File: src/design/subop_pkg.sv
package subop_pkg;
    // opcode fields
    localparam int OPC_W = 16;
    localparam int DATA_W = 8;
    localparam logic [7:0] LIT_OPC = 8'h08;        // upper byte of literal subtract
    localparam logic [5:0] FILE_OPC = 6'h17;       // upper six bits of register subtract
    localparam int DEST_BIT = 9;
    localparam int BANK_BIT = 8;
    // reset values
    localparam logic [7:0] ACC_RST = 8'h00;
    localparam logic [3:0] BANK_PTR_RST = 4'h0;
    localparam logic [3:0] ACCESS_BANK = 4'h0;     // bank used when bank bit is clear
    // phases per instruction cycle
    localparam int PHASES = 4;
    // flag bit positions in the flag output
    localparam int FLG_C = 0;
    localparam int FLG_DC = 1;
    localparam int FLG_Z = 2;
    localparam int FLG_OV = 3;
    localparam int FLG_N = 4;
    localparam int FLG_W = 5;
    typedef enum logic [3:0] {
        PH_DECODE = 4'h1,
        PH_READ = 4'h2,
        PH_PROCESS = 4'h4,
        PH_WRITE = 4'h8
    } phase_t;
endpackage

File: src/design/sub_exec.sv
// Contract
// - literal subtract computes literal minus accumulator, result to accumulator.
// - register subtract computes addressed register minus accumulator, two's complement.
// - destination bit clear writes accumulator, set writes register back.
// - bank bit clear selects access bank, set selects bank pointer bank.
// - both update negative, wrap, carry, half-borrow, zero; carry means no borrow.
// - register subtract is one word, four phases decode read compute write.
// - literal subtract is one word, four phases decode read compute write.
`timescale 1ns/1ps
`default_nettype none
module sub_exec
    import subop_pkg::*;
(
    // clock and reset
    input wire logic CLK_SYS_I,
    input wire logic SYS_RST_I,
    // instruction presented at decode, held for the cycle
    input wire logic INSTR_VALID_I,
    input wire logic [subop_pkg::OPC_W-1:0] INSTR_I,
    // bank pointer and register read data
    input wire logic [3:0] BANK_PTR_I,
    input wire logic [subop_pkg::DATA_W-1:0] FILE_RDATA_I,
    // register access
    output logic [11:0] FILE_ADDR_O,
    output logic FILE_RD_O,
    output logic FILE_WR_O,
    output logic [subop_pkg::DATA_W-1:0] FILE_WDATA_O,
    // accumulator and flags
    output logic [subop_pkg::DATA_W-1:0] ACC_O,
    output logic [subop_pkg::FLG_W-1:0] FLAGS_O,
    // phase indicator and completion pulse
    output logic [3:0] PHASE_O,
    output logic DONE_O
);
    import subop_pkg::*;

    phase_t phase_r, phase_nxt;
    logic [OPC_W-1:0] instr_r;
    logic busy_r;
    logic [DATA_W-1:0] opa_r, acc_r, res_r, wdata_r;
    logic [FLG_W-1:0] flags_r, flg_res_r;
    logic [11:0] addr_r;
    logic is_lit, is_file, hold_lit, hold_file;
    logic [DATA_W-1:0] diff;
    logic carry, half, wrap;

    assign is_lit = INSTR_I[15:8] == LIT_OPC;
    assign is_file = INSTR_I[15:10] == FILE_OPC;
    assign hold_lit = instr_r[15:8] == LIT_OPC;
    assign hold_file = instr_r[15:10] == FILE_OPC;

    // phase sequencer: one instruction cycle of four phases
    // four phase cycle
    always_comb begin
        phase_nxt = phase_r;
        case (phase_r)
            PH_DECODE: if (INSTR_VALID_I && (is_lit || is_file)) phase_nxt = PH_READ;
            PH_READ: phase_nxt = PH_PROCESS;
            PH_PROCESS: phase_nxt = PH_WRITE;
            PH_WRITE: phase_nxt = PH_DECODE;
            default: phase_nxt = PH_DECODE;
        endcase
    end

    always_ff @(posedge CLK_SYS_I) begin
        if (SYS_RST_I) begin
            phase_r <= PH_DECODE;
        end else begin
            phase_r <= phase_nxt;
        end
    end

    // instruction latch at decode
    always_ff @(posedge CLK_SYS_I) begin
        if (SYS_RST_I) begin
            instr_r <= '0;
            busy_r <= 1'b0;
        end else if (phase_r == PH_DECODE) begin
            busy_r <= INSTR_VALID_I && (is_lit || is_file);
            if (INSTR_VALID_I) instr_r <= INSTR_I;
        end else if (phase_r == PH_WRITE) begin
            busy_r <= 1'b0;
        end
    end

    // address formation from bank bit
    // bank select
    always_ff @(posedge CLK_SYS_I) begin
        if (SYS_RST_I) begin
            addr_r <= '0;
        end else if (phase_r == PH_DECODE && INSTR_VALID_I) begin
            addr_r <= {(INSTR_I[BANK_BIT] ? BANK_PTR_I : ACCESS_BANK), INSTR_I[7:0]};
        end
    end

    // operand read: literal or register data
    // literal operand
    always_ff @(posedge CLK_SYS_I) begin
        if (SYS_RST_I) begin
            opa_r <= '0;
        end else if (phase_r == PH_READ) begin
            opa_r <= hold_lit ? instr_r[7:0] : FILE_RDATA_I;
        end
    end

    sub_unit #(
        .W(DATA_W)
    ) u_sub (
        .min_i(opa_r),
        .sub_i(acc_r),
        .diff_o(diff),
        .carry_o(carry),
        .half_o(half),
        .wrap_o(wrap)
    );

    // compute phase: capture difference and flags
    // flag update
    always_ff @(posedge CLK_SYS_I) begin
        if (SYS_RST_I) begin
            res_r <= '0;
            flg_res_r <= '0;
        end else if (phase_r == PH_PROCESS) begin
            res_r <= diff;
            flg_res_r <= {diff[DATA_W-1], wrap, (diff == '0), half, carry};
        end
    end

    // write phase: accumulator and flags
    // destination select
    always_ff @(posedge CLK_SYS_I) begin
        if (SYS_RST_I) begin
            acc_r <= ACC_RST;
            flags_r <= '0;
        end else if (phase_r == PH_WRITE && busy_r) begin
            flags_r <= flg_res_r;
            if (hold_lit || !instr_r[DEST_BIT]) acc_r <= res_r;
        end
    end

    // register write data
    always_ff @(posedge CLK_SYS_I) begin
        if (SYS_RST_I) begin
            wdata_r <= '0;
        end else if (phase_r == PH_PROCESS) begin
            wdata_r <= diff;
        end
    end

    assign FILE_ADDR_O = addr_r;
    assign FILE_RD_O = (phase_r == PH_READ) && hold_file;
    assign FILE_WR_O = (phase_r == PH_WRITE) && busy_r && hold_file && instr_r[DEST_BIT];
    assign FILE_WDATA_O = wdata_r;
    assign ACC_O = acc_r;
    assign FLAGS_O = flags_r;
    assign PHASE_O = phase_r;
    assign DONE_O = (phase_r == PH_WRITE) && busy_r;

    // literal result lands in accumulator after write phase
    // literal result
    lit_acc_a: assert property (@(posedge CLK_SYS_I) disable iff (SYS_RST_I)
        (phase_r == PH_WRITE && busy_r && hold_lit) |=> acc_r == $past(res_r))
        else $error("literal result not in accumulator");

    // register result equals register minus accumulator
    // register difference
    file_diff_a: assert property (@(posedge CLK_SYS_I) disable iff (SYS_RST_I)
        (phase_r == PH_PROCESS && busy_r) |=> res_r == 8'($past(opa_r) - $past(acc_r)))
        else $error("difference wrong");

    // destination set keeps accumulator and writes register
    // destination check
    dest_file_a: assert property (@(posedge CLK_SYS_I) disable iff (SYS_RST_I)
        (phase_r == PH_WRITE && busy_r && hold_file && instr_r[DEST_BIT]) |-> FILE_WR_O ##1 $stable(acc_r))
        else $error("destination handling wrong");

    // bank bit clear forces access bank
    // access bank
    bank_sel_a: assert property (@(posedge CLK_SYS_I) disable iff (SYS_RST_I)
        (phase_r == PH_DECODE && INSTR_VALID_I && !INSTR_I[BANK_BIT]) |=> addr_r[11:8] == ACCESS_BANK)
        else $error("bank select wrong");

    // zero and negative follow result
    // zero negative
    zero_neg_a: assert property (@(posedge CLK_SYS_I) disable iff (SYS_RST_I)
        (phase_r == PH_WRITE && busy_r) |=> (flags_r[FLG_Z] == ($past(res_r) == '0))
            && (flags_r[FLG_N] == $past(res_r[DATA_W-1])))
        else $error("zero or negative flag wrong");

    // destination clear puts the difference in the accumulator, no register write
    // accumulator destination
    dest_acc_a: assert property (@(posedge CLK_SYS_I) disable iff (SYS_RST_I)
        (phase_r == PH_WRITE && busy_r && hold_file && !instr_r[DEST_BIT]) |-> !FILE_WR_O
            ##1 acc_r == $past(res_r))
        else $error("accumulator destination wrong");

    // signed wrap when operand signs differ and the result sign leaves the minuend's
    // wrap flag
    wrap_flag_a: assert property (@(posedge CLK_SYS_I) disable iff (SYS_RST_I)
        (phase_r == PH_PROCESS && busy_r) |=> flg_res_r[FLG_OV] == (($past(opa_r[DATA_W-1])
            != $past(acc_r[DATA_W-1])) && (res_r[DATA_W-1] != $past(opa_r[DATA_W-1]))))
        else $error("signed wrap flag wrong");

    // carry means no borrow
    // carry sense
    carry_sense_a: assert property (@(posedge CLK_SYS_I) disable iff (SYS_RST_I)
        (phase_r == PH_PROCESS && busy_r) |=> flg_res_r[FLG_C] == ($past(opa_r) >= $past(acc_r)))
        else $error("carry sense wrong");

    // half borrow from low nibble
    // half borrow
    half_flag_a: assert property (@(posedge CLK_SYS_I) disable iff (SYS_RST_I)
        (phase_r == PH_PROCESS && busy_r) |=> flg_res_r[FLG_DC] == ($past(opa_r[3:0]) >= $past(acc_r[3:0])))
        else $error("half borrow wrong");

    // accepted instruction completes exactly three cycles later
    // cycle length
    four_phase_a: assert property (@(posedge CLK_SYS_I) disable iff (SYS_RST_I)
        (phase_r == PH_DECODE && INSTR_VALID_I && (is_lit || is_file)) |-> ##3 DONE_O ##1 phase_r == PH_DECODE)
        else $error("instruction cycle length wrong");
endmodule // sub_exec
`default_nettype wire

File: src/design/sub_unit.sv
`timescale 1ns/1ps
`default_nettype none
// subtractor: minuend minus subtrahend with processor-style flags
module sub_unit #(
    parameter int W = 8
) (
    // operands
    input wire logic [W-1:0] min_i,
    input wire logic [W-1:0] sub_i,
    // results
    output logic [W-1:0] diff_o,
    output logic carry_o,
    output logic half_o,
    output logic wrap_o
);
    logic [W:0] full;
    logic [4:0] low;
    // refuse widths too narrow to hold a full nibble plus a sign bit
    if (W < 5) begin : g_width_check
        $error("sub_unit width too small");
    end
    // carry set when no borrow, i.e. min plus inverted sub plus one
    assign full = {1'b0, min_i} + {1'b0, ~sub_i} + {{W{1'b0}}, 1'b1};
    assign low = {1'b0, min_i[3:0]} + {1'b0, ~sub_i[3:0]} + 5'h01;
    assign diff_o = full[W-1:0];
    assign carry_o = full[W];
    assign half_o = low[4];
    assign wrap_o = (min_i[W-1] != sub_i[W-1]) && (full[W-1] != min_i[W-1]);
endmodule // sub_unit
`default_nettype wire

File: config.mk
export PLATFORM = sky130hd
export DESIGN_NAME = sub_exec
export DESIGN_NICKNAME = d
export VERILOG_FILES = /design/src/design/subop_pkg.sv /design/src/design/sub_exec.sv /design/src/design/sub_unit.sv
export SDC_FILE = /design/constraint.sdc
export NUM_CORES = 1
export LEC_CHECK = 0
export ABC_AREA = 1
export BUFFER_PORTS_ARGS = -buffer_cell sky130_fd_sc_hd__buf_4
export CORE_MARGIN = 2
export CORE_UTILIZATION = 45
export DETAILED_ROUTE_END_ITERATION = 6
export PLACE_DENSITY = 0.69
export SYNTH_ARGS = -nofsm -noshare
export SYNTH_HDL_FRONTEND = slang
export SYNTH_HIERARCHICAL = 1
export SYNTH_SLANG_ARGS = --single-unit
File: constraint.sdc
create_clock -name CLK_SYS_I -period 2.7 [get_ports CLK_SYS_I]
set_input_delay 0.135 -clock CLK_SYS_I [delete_from_list [all_inputs] [get_ports CLK_SYS_I]]
set_output_delay 0.135 -clock CLK_SYS_I [all_outputs]
set_load 0.01 [all_outputs]
==> results of run 1 <==
stage by stage:
| step | utilization [%] | instance area, um^2 | std cells |
|---|---|---|---|
| 6_report | 56.77 | 3563 | 542 |
| 5_1_grt | 56.77 | 3563 | 542 |
| 4_1_cts | 56.77 | 3563 | 542 |
| 3_5_place_dp | 53.52 | 3359 | 526 |
| 3_3_place_gp | 53.52 | 3359 | 526 |
| 2_1_floorplan | - | 2880 | 398 |
layer usage:
layer / vias to the layer above / share of wire, % / GRT usage, %
met3: 8 / 6.6 / 6.330
met2: 73 / 44 / 28.44
li1: 1376 / - / -
met1: 1107 / 48 / 22.28
met5: - / 0 / 0
met4: 0 / 1.2 / 6.158
layout by cell type (no fill, tap or decap), types with 4 or more instances in the layout:
cell type,count
nor2_1,65
a21oi_1,31
clkbuf_8,10
inv_1,40
nand3_1,22
nand4_1,4
o21ai_0,8
inv_2,4
ha_1,8
nand2_1,85
nor2_4,7
buf_4,70
dfxtp_1,58
o21ai_1,18
how the worst max path moves through the flow:
stage	to	slack, ns	startpoint	depth (start not counted)
floorplan	flg_res_r[2]	0.97	opa_r[0]	10
global placement	flg_res_r[2]	0.90	opa_r[0]	10
detailed placement	flg_res_r[2]	0.84	opa_r[0]	10
CTS	flg_res_r[2]	0.82	opa_r[0]	10
global route	flg_res_r[2]	0.72	opa_r[0]	10
finish	flg_res_r[2]	0.82	opa_r[0]	10
synthesized netlist by cell type:
master	instances
nand3_4	3
nor2_1	65
xor2_1	3
and2_1	1
a21o_1	1
a31oi_1	1
nand3_2	1
a21oi_1	31
nand3_1	22
nand3b_1	2
nand2_2	3
fa_1	1
o21ai_1	18
buf_6	5
buf_4	9
a21boi_0	1
inv_2	4
nor2_4	7
o21ai_2	1
nand2_4	1
inv_1	40
xnor2_1	1
nand2_1	85
nand4_1	4
inv_4	2
or2_1	1
dfxtp_1	58
nor3_1	2
clkinv_2	1
clkbuf_1	5
ha_1	8
nor2_2	2
o21ai_0	8
clkinv_1	1
final cells by class:
| class | instances | area, um^2 | share of cell area (%) |
|---|---|---|---|
| multi-input combinational | 273 | 1390 | 39.01 |
| tap | 77 | 96.34 | 2.704 |
| clock inverter | 6 | 66.31 | 1.861 |
| timing repair buffer | 70 | 525.5 | 14.75 |
| clock buffer | 10 | 137.6 | 3.862 |
| inverter | 48 | 186.4 | 5.232 |
| sequential | 58 | 1161 | 32.58 |
cell families after synthesis:
kind of cell,count (synthesis),share of synthesized area (%)
flip-flops,58,40.31
adder cells (fa/ha/maj),9,4.170
XOR/XNOR,4,1.217
AO/OA/AOI/OAI,61,10.95
AND/OR/NAND/NOR,199,31.93
buffers and inverters,67,11.42
registers in the layout, indices dropped and copies added, names as in the netlist:
name          cells
FLAGS_O           5
opa_r             8
FILE_WDATA_O      7
flg_res_r         5
busy_r            1
ACC_O             8
FILE_ADDR_O       4
PHASE_O           4
instr_r          16
worst register-to-register path, stage by stage (launching register included):
cell	delay, ns
dfxtp_1	0.33
inv_1	0.04
ha_1	0.22
fa_1	0.42
o21ai_2	0.24
nand2_1	0.10
nand3_1	0.08
nand2_1	0.07
nor2_1	0.08
nand4_1	0.10
a21oi_1	0.14
power by group:
| group | switching, mW | internal (mW) | leakage [nW] |
|---|---|---|---|
| registers | 0.0130 | 0.875 | 0.471 |
| logic | 0.0802 | 0.0650 | 1.12 |
| clock network | 0.347 | 0.450 | 0.0945 |
| total | 0.440 | 1.39 | 1.69 |
==> reports/results.ini, run 1 <==
[outcome]
status = finished clean

[critical_path]
end_kind = flip-flop
slowest_delay_ns = 0.42
path_cells = inv_1 -> ha_1 -> fa_1 -> o21ai_2 -> nand2_1 -> nand3_1 -> nand2_1 -> nor2_1 -> nand4_1 -> a21oi_1
cp_slowest_cell = fa_1
r2r_slack_ns = 0.82
start_kind = flip-flop
arrival_ns = 2.14
crit_path_frequent_cell = nand2_1
r2r_end = flg_res_r[2]
rr_startpoint = opa_r[0]
criticalPathCategory = flip-flop to flip-flop
critical_path.max_fanout = 4
crit_buf_inv = 1
worstPathRequired_ns = 2.96
cp_top_family = adder cells
rr_worst_depth = 10

[cts]
cts_made_buffers = 9
clk_latency_ns = 0.34
cts_root_buf = clkbuf_8
cts_setup_buffers = 0
h-tree-depth = 3
cts_hold_buf = 0
tritoncts = done
cts_resized = 0
cts_max_path_buffers = 2
cts.sinks = 58
cts.clk_slew.worst_paths_ns = 0.07

[floorplanning]
rows = 29
fp.coreArea_mm2 = 0.006277
ios = 71
die_area_mm2 = 0.007057
floorplan.initialDensity_pct = 45.88
chipHeight_um = 84.01
die_w_um = 84.01

[sta]
drv_slew = 0
fin_crit_ns = 1.876
rsz0062_at_grt = no
relSlewSlack_pct = 73.90
fin_setup_tns_ns = 0
hold_viol = 0
hold_ws_ns = 0.04719
fmax_mhz = 533.1
fin_crit_sh_pct = 69.48
setup_viol = 0
tightestPinTransition_ns = 0.3909
worst_slack_ns = 0.8242
skew_ns = 0.008199

[layout]
fill_cells = 626
drive_gt1_share_pct = 23.87
num_antenna_cells = 0
layout.nets = 500
area_delta_synth_final_pct = 23.72

[placement]
io_buffers = 70
gp_congestion = 0.8249
dp_hpwl_mm = 4.552
dpl_worst_slack_ns = 0.8435

[routing]
num_vias = 2564
ant_nets = 0
post_drt_wl_per_cell_um = 11.30
drtIter0Drc = 101
routed_via_density = 4.731
routed_wl_mm = 6.122
firstDrtPassIters = 4
drc = 0

[hold_path]
hp-class = primary input to flip-flop
hold_path_startpoint = BANK_PTR_I[3]
hold_depth = 3
min_to = FILE_ADDR_O[11]

[yosys]
yosysSeqAreaShare_pct = 40.31
syn_area_mm2 = 0.002880
netlist_instances = 398
synthTopCellsByArea = dfxtp_1 (40%), nand2_1 (11%), nor2_1 (8.5%)
synth_fp_nets = 438
yosys.cell_types.count = 34
synth_warnings = 6
syn_area_per_cell_um2 = 7.237
yosys.area.top_type = dfxtp_1
synth_top_area_share_pct = 40.31
synth-seq-cells = 58

[global_route]
grt_max_degree = 33
antenna_found_initial = 0
grt_pass1_wl_mm = 10.21
gr-total-overflow = 0
track_usage_pct = 17.80
grt_pass1_vias = 2344

[flow_run]
cap_violations = 0

[power_and_ir_drop]
total_power_mw = 1.830
ir_drop_mv = 0.3565
cellPowerDensity_mw_per_mm2 = 513.5
p_leak_nw = 1.685

(Power assumes the default switching activity.)
==> run 2: changes to the inputs <==
--- a/config.mk
+++ b/config.mk
@@ -5,7 +5,7 @@
 export SDC_FILE = /design/constraint.sdc
 export NUM_CORES = 1
 export LEC_CHECK = 0
-export ABC_AREA = 1
+export ABC_AREA = 0
 export BUFFER_PORTS_ARGS = -buffer_cell sky130_fd_sc_hd__buf_4
 export CORE_MARGIN = 2
 export CORE_UTILIZATION = 45
==> constraint.sdc (replaced) <==
create_clock -name CLK_SYS_I -period 1.9 [get_ports CLK_SYS_I]
set_input_delay 0.095 -clock CLK_SYS_I [delete_from_list [all_inputs] [get_ports CLK_SYS_I]]
set_output_delay 0.095 -clock CLK_SYS_I [all_outputs]
set_load 0.01 [all_outputs]
==> run 2 against run 1 <==
Compared with the run above:
- the flow now finishes with violations (setup timing)
- register-to-register slack lost 0.89 ns
- first-iteration DRC count grew 24%
- final area grew 13%
- fmax shrank 4.5%
- flip-flop and latch count is the same
- sequential share of layout area shrank 3.5 points
- non-clock buffer count grew 33
- global-route usage grew 3.8 points
==> reports/results.ini, run 2 <==
[sta]
hold_viol = 0
drv_slew = 0
fin_crit_sh_pct = 103.3
tightestPinTransition_ns = 0.6261
skew_ns = 0.005936
fin_crit_ns = 1.964
relSlewSlack_pct = 58.26
fmax_mhz = 509.3
rsz0062_at_grt = yes
worst_slack_ns = -0.06356
setup_viol = 2
hold_ws_ns = 0.01249

[placement]
dp_hpwl_mm = 5.324
dpl_worst_slack_ns = -0.1085
placedCellCount = 492
gp_congestion = 0.8736
io_buffers = 70

[routing]
firstDrtPassIters = 4
drtIter0Drc = 125
ant_nets = 0
num_vias = 2929
drc = 0
routed_wl_mm = 7.913
post_drt_wl_per_cell_um = 15.42
routed_via_density = 5.710

[cts]
h-tree-depth = 3
tritoncts = done
cts_max_path_buffers = 2
cts_hold_buf = 0
cts.clk_slew.worst_paths_ns = 0.07
cts.sinks = 58
cts_made_buffers = 9
cts_root_buf = clkbuf_8
clk_latency_ns = 0.34

[global_route]
track_usage_pct = 21.60
grt_pass1_vias = 2691
grt_max_degree = 60
grt_pass1_wl_mm = 12.77
gr-total-overflow = 0
antenna_found_initial = 0

[power_and_ir_drop]
p_leak_nw = 1.621
ir_drop_mv = 0.4376
cellPowerDensity_mw_per_mm2 = 679.4

[yosys]
synth-seq-cells = 58
ys.flop_type = dfxtp_1
yosys.area.top_type = dfxtp_1
synth_top_area_share_pct = 38.41
yosys.cell_types.count = 46
synthMostInstantiatedCell = dfxtp_1
synth_top_family_by_area = compound AO/OA/AOI/OAI gates
synth_compound_area_share_pct = 24.75
synth_warnings = 6
yosysSeqAreaShare_pct = 38.41
synthTopCellsByArea = dfxtp_1 (38%), a21oi_1 (8.1%), nand3_1 (3.8%)
synth_xor_area_share_pct = 1.449
synth_fp_nets = 397
syn_area_mm2 = 0.003023
synth_common_cells = dfxtp_1 (58), a21oi_1 (49), nand2_1 (23), nand3_1 (23), clkbuf_1 (22)
synth_mux_area_share_pct = 0.4967
netlist_instances = 357
async_reset_ff_share_pct = 0
synth_fa_ha_area_share_pct = 3.974
synth_edf_count = 0
syn_area_per_cell_um2 = 8.468
yosys.area_share.simple_pct = 22.10

[critical_path]
path_cells = inv_2 -> ha_4 -> or4_4 -> o21bai_4 -> xnor2_1 -> nor4_2 -> nand3_1 -> a21oi_1
worstPathRequired_ns = 2.17
slowest_delay_ns = 0.54
arrival_ns = 2.23
end_kind = flip-flop
criticalPathCategory = flip-flop to flip-flop
cp_slowest_cell = or4_4
start_kind = flip-flop
critical_path.max_fanout = 3

[floorplanning]
ios = 71
die_w_um = 85.96
chipHeight_um = 85.96
die_area_mm2 = 0.007389
rows = 29
floorplan.initialDensity_pct = 47.07
fp.coreArea_mm2 = 0.006422

[layout]
layout.nets = 471
num_antenna_cells = 0
area_delta_synth_final_pct = 33.49
top_register = instr_r
final_cells = 513
final_common_cell = buf_4
fill_cells = 560
drive_gt1_share_pct = 39.22
largest_reg_flops = 16
mostFrequentLayoutCells = buf_4 (102), dfxtp_1 (49), a21oi_1 (48)

[outcome]
violations = setup timing
status = complete, but fails checks

[hold_path]
hp-class = primary input to flip-flop

[flow_run]
cap_violations = 0

## run 2: kinds of logic (layout without fill, tap and decap cells)
family	count (synthesis)	count (layout)
AOI/OAI and AO/OA	118	118
xor gates and xnor gates	5	5
adders and majority gates	9	9
buffers and inverters	55	134
DFF	58	58
muxes	1	1
and+or+nand+nor	111	111
## run 2: worst max-delay path, delay by kind of cell, from the launching register on
kind	cells	cell delay, ns
compound gates	2	0.33
simple gates	3	0.90
fa+ha+maj	1	0.16
flops	1	0.33
xor+xnor	1	0.13
buf+inv	1	0.04
## run 2: timing repair
item                                    CTS  global route
pin swaps                                11             4
endpoints found under the setup margin    2             6
buffers inserted                          4             1
hold endpoints to repair                  0             0
resized for setup                        20             8
## run 2: path summary, 6_finish.rpt
check | startpoint | end | slack, ns | cells after the start
worst min register to register | flg_res_r[0] | flg_res_r[0] | 0.46 | 2
worst min-delay path | INSTR_I[0] | instr_r[0] | 0.01 | 3
worst max register to register | ACC_O[4] | flg_res_r[2] | -0.06 | 8
worst max-delay path | ACC_O[4] | flg_res_r[2] | -0.06 | 8
## run 2: layout make-up
cell class / count / area (um^2) / share of cell area (%)
tap: 77 / 96.34 / 2.388
clock buffer: 11 / 141.4 / 3.504
inverter: 15 / 56.30 / 1.395
multi-input combinational: 244 / 1714 / 42.48
timing repair buffer: 103 / 777.0 / 19.26
clock inverter: 5 / 77.57 / 1.922
sequential: 58 / 1172 / 29.05
## run 2: layer usage
layer | up-vias | global-route usage (%) | routed length [um]
li1 | 1442 | - | -
met1 | 1414 | 28.95 | 3692
met2 | 59 | 34.04 | 3814
met3 | 14 | 3.561 | 264
met4 | 0 | 9.812 | 142
met5 | - | 0 | 0
## run 2: per-stage QoR
step / utilization [%] / power (mW) / TNS, ns / cell area [um^2]
floorplan: - / 1.417 / 0 / 3043
global placement: 57.16 / 1.499 / -0.08550 / 3671
detailed placement: 57.16 / 1.503 / -0.1534 / 3671
CTS: 62.13 / 2.760 / -0.1500 / 3990
global route: 62.83 / 2.826 / -0.2583 / 4035
finish: 62.83 / 2.741 / -0.09327 / 4035
## run 2: report_power, final
group	internal [mW]	switching, mW
registers	1.24	0.0188
clock network	0.770	0.493
logic	0.102	0.117
total	2.11	0.629
==> run 3: changes to the inputs <==
--- a/config.mk
+++ b/config.mk
@@ -10,8 +10,8 @@
 export CORE_MARGIN = 2
 export CORE_UTILIZATION = 45
 export DETAILED_ROUTE_END_ITERATION = 6
-export PLACE_DENSITY = 0.69
+export MAX_ROUTING_LAYER = met4
+export PLACE_DENSITY = 0.7
 export SYNTH_ARGS = -nofsm -noshare
 export SYNTH_HDL_FRONTEND = slang
-export SYNTH_HIERARCHICAL = 1
 export SYNTH_SLANG_ARGS = --single-unit
==> run 3 against run 2 <==
Compared with the run above:
- the flow still finishes with violations (setup timing)
- count of clock-buffer cells in the layout unchanged
- via count shrank 18%
- clock power shrank 28%
- synthesized area fell by 13%
- highest routed layer unchanged
==> reports/results.ini, run 3 <==
[outcome]
status = complete, but fails checks
violations = setup timing

[hold_path]
hp-class = primary input to flip-flop
hold_depth = 3

[sta]
setup_viol = 1
fin_crit_ns = 1.991
drv_slew = 0
skew_ns = 0.006010
relSlewSlack_pct = 72.51
fin_crit_sh_pct = 104.8
worst_slack_ns = -0.09113
rsz0062_at_grt = yes
hold_viol = 0
tightestPinTransition_ns = 0.4123
fmax_mhz = 502.2

[power_and_ir_drop]
sw_frac_of_total_pct = 22.48
cellPowerDensity_mw_per_mm2 = 655.2
switchingPower_mw = 0.5237
ir_drop_mv = 0.4037
pwr-share-comb_pct = 7.4
p_seq_share_pct = 53.8
p_leak_nw = 1.440
p_clk_share_pct = 38.8
p_int_mw = 1.806
total_power_mw = 2.330

[critical_path]
start_kind = flip-flop
critical_path.max_fanout = 2
arrival_ns = 2.24
path_cells = inv_2 -> ha_4 -> fa_2 -> nand2b_4 -> nand2b_1 -> a21oi_2 -> xnor2_1 -> or4_1 -> o31ai_2
slowest_delay_ns = 0.41
rr_worst_depth = 9
end_kind = flip-flop
criticalPathCategory = flip-flop to flip-flop
worstPathRequired_ns = 2.15
cp_slowest_cell = or4_1

[placement]
dpl_cell_area_mm2 = 0.003357
dpl_worst_slack_ns = -0.09025
dp_hpwl_mm = 4.510
gp_congestion = 0.8524
io_buffers = 70

[layout]
mostFrequentLayoutCells = buf_4 (93), nand2_1 (80), dfxtp_1 (53)
area_delta_synth_final_pct = 34.69
largest_reg_flops = 16
seqCellArea_mm2 = 0.001167
drive_gt1_share_pct = 31.37
fill_cells = 517
top_register = instr_r
layout.nets = 447
design_area_mm2 = 0.003556
final_common_cell = buf_4
num_antenna_cells = 0
multi_input_area_mm2 = 0.001383

[floorplanning]
floorplan.initialDensity_pct = 47.36
ios = 71
chipHeight_um = 80.60
die_area_mm2 = 0.006496
rows = 27
fp.coreArea_mm2 = 0.005574
die_w_um = 80.60

[yosys]
yosys.cell_types.count = 38
yosysSeqAreaShare_pct = 43.98
synth_edf_count = 0
synth_common_cells = nand2_1 (80), dfxtp_1 (58), a21oi_1 (44)
synthTopCellsByArea = dfxtp_1 (44%), nand2_1 (11%), a21oi_1 (8.3%)
synthMostInstantiatedCell = nand2_1
yosys.area.top_type = dfxtp_1
syn_area_per_cell_um2 = 8.123
synth_fp_nets = 365
netlist_instances = 325
ys.flop_type = dfxtp_1
synth-seq-cells = 58
async_reset_ff_share_pct = 0
synth_warnings = 0
syn_area_mm2 = 0.002640
synth_top_area_share_pct = 43.98

[routing]
drtIter0Drc = 106
num_vias = 2401
post_drt_wl_per_cell_um = 12.72
routed_via_density = 5.002
routed_wl_mm = 6.107
firstDrtPassIters = 4
drc = 0
ant_nets = 0

[global_route]
antenna_found_initial = 0
grt_max_degree = 41
track_usage_pct = 20.56
gr-total-overflow = 0
grt_pass1_vias = 2185
grt_pass1_wl_mm = 10.04

[cts]
cts.clk_slew.worst_paths_ns = 0.06
cts_made_buffers = 9
cts_max_path_buffers = 2
tritoncts = done
cts.sinks = 58
h-tree-depth = 3
cts_root_buf = clkbuf_8
clk_latency_ns = 0.33

[flow_run]
cap_violations = 0

==> run 3: cell count changes after synthesis, moves of 7 or more <==
cell	change
nor4_2	-8
nor2_1	+7
o21bai_1	-7
o21ai_0	-15
nand3_1	-17
nand2_1	+57
clkbuf_1	-9
mux2i_1	+8
o21ai_1	-10
o31ai_1	-10
a211oi_2	-8
nand4_1	-12
a211oi_1	+13
==> run 3: critical path: cells and delay by family (launching register included) <==
family / cells / cell delay (ns)
and+or+nand+nor: 3 / 0.64
buffers and inverters: 1 / 0.04
xor gates and xnor gates: 1 / 0.14
AOI/OAI and AO/OA: 2 / 0.24
adders and majority gates: 2 / 0.51
DFF: 1 / 0.33
==> run 3: final cells by class <==
type	count	area share, %
flip-flops and latches	58	32.83
clock inverters	1	0.1407
well taps	72	2.533
inverters	11	1.161
repair buffers	96	20.48
clock buffers	11	3.976
multi-input cells	231	38.88
==> run 3: stage by stage <==
| stage | instances | utilization [%] | TNS, ns | hold slack (ns) |
|---|---|---|---|---|
| after detailed placement | 464 | 60.22 | -0.09025 | 0.3511 |
| after global placement | 464 | 60.22 | -0.04316 | 0.3473 |
| final | 480 | 63.79 | -0.09113 | 0.01643 |
| after CTS | 479 | 63.39 | -0.1060 | 0.003425 |
| after floorplan | 325 | - | -0.01054 | 0.1641 |
| after global routing | 480 | 63.79 | -0.2800 | 0.008469 |
==> run 3: final timing paths <==
kind,from,slack [ns],to
setup reg to reg,opa_r[0],-0.09,flg_res_r[2]
hold / removal,INSTR_I[6],0.02,instr_r[6]
hold reg to reg,FILE_ADDR_O[9],0.45,FILE_ADDR_O[9]
setup / recovery,opa_r[0],-0.09,flg_res_r[2]
==> run 3: routing by layer <==
metal	global-route usage (%)	share of wire, %	vias to the layer above	wire (um)
met5	-	0	-	0
met2	29.75	44	68	2692
met3	4.719	5.6	9	343
met4	9.322	1.4	0	85
met1	27.29	49	1070	2986
li1	-	-	1254	-
==> run 3: kinds of logic (layout without fill, tap and decap cells) <==
logic type      after synthesis  in the layout  share of synthesized area [%]
simple gates                138            138                          23.70
compound gates               70             70                          15.73
flops                        58             58                          43.98
buf+inv                      36            119                          7.014
fa+ha+maj                     9              9                          4.550
mux                           8              8                          3.033
xor+xnor                      6              6                          1.991
==> run 3: power by group through the flow <==
| stage | clock, mW | combinational (mW) | sequential [mW] |
|---|---|---|---|
| after floorplan | 0 | 0.0900 | 1.28 |
| after global placement | 0 | 0.166 | 1.28 |
| after detailed placement | 0 | 0.167 | 1.28 |
| after CTS | 0.927 | 0.172 | 1.25 |
| after global routing | 0.976 | 0.190 | 1.26 |
| final | 0.904 | 0.172 | 1.25 |
==> run 3: what timing repair did <==
action,4_1_cts,5_1_grt
setup endpoints to repair,1,6
hold buffers,3,0
gates resized for setup,0,4
pin swaps,0,2
endpoints found under the hold margin,3,0
setup buffers,0,1
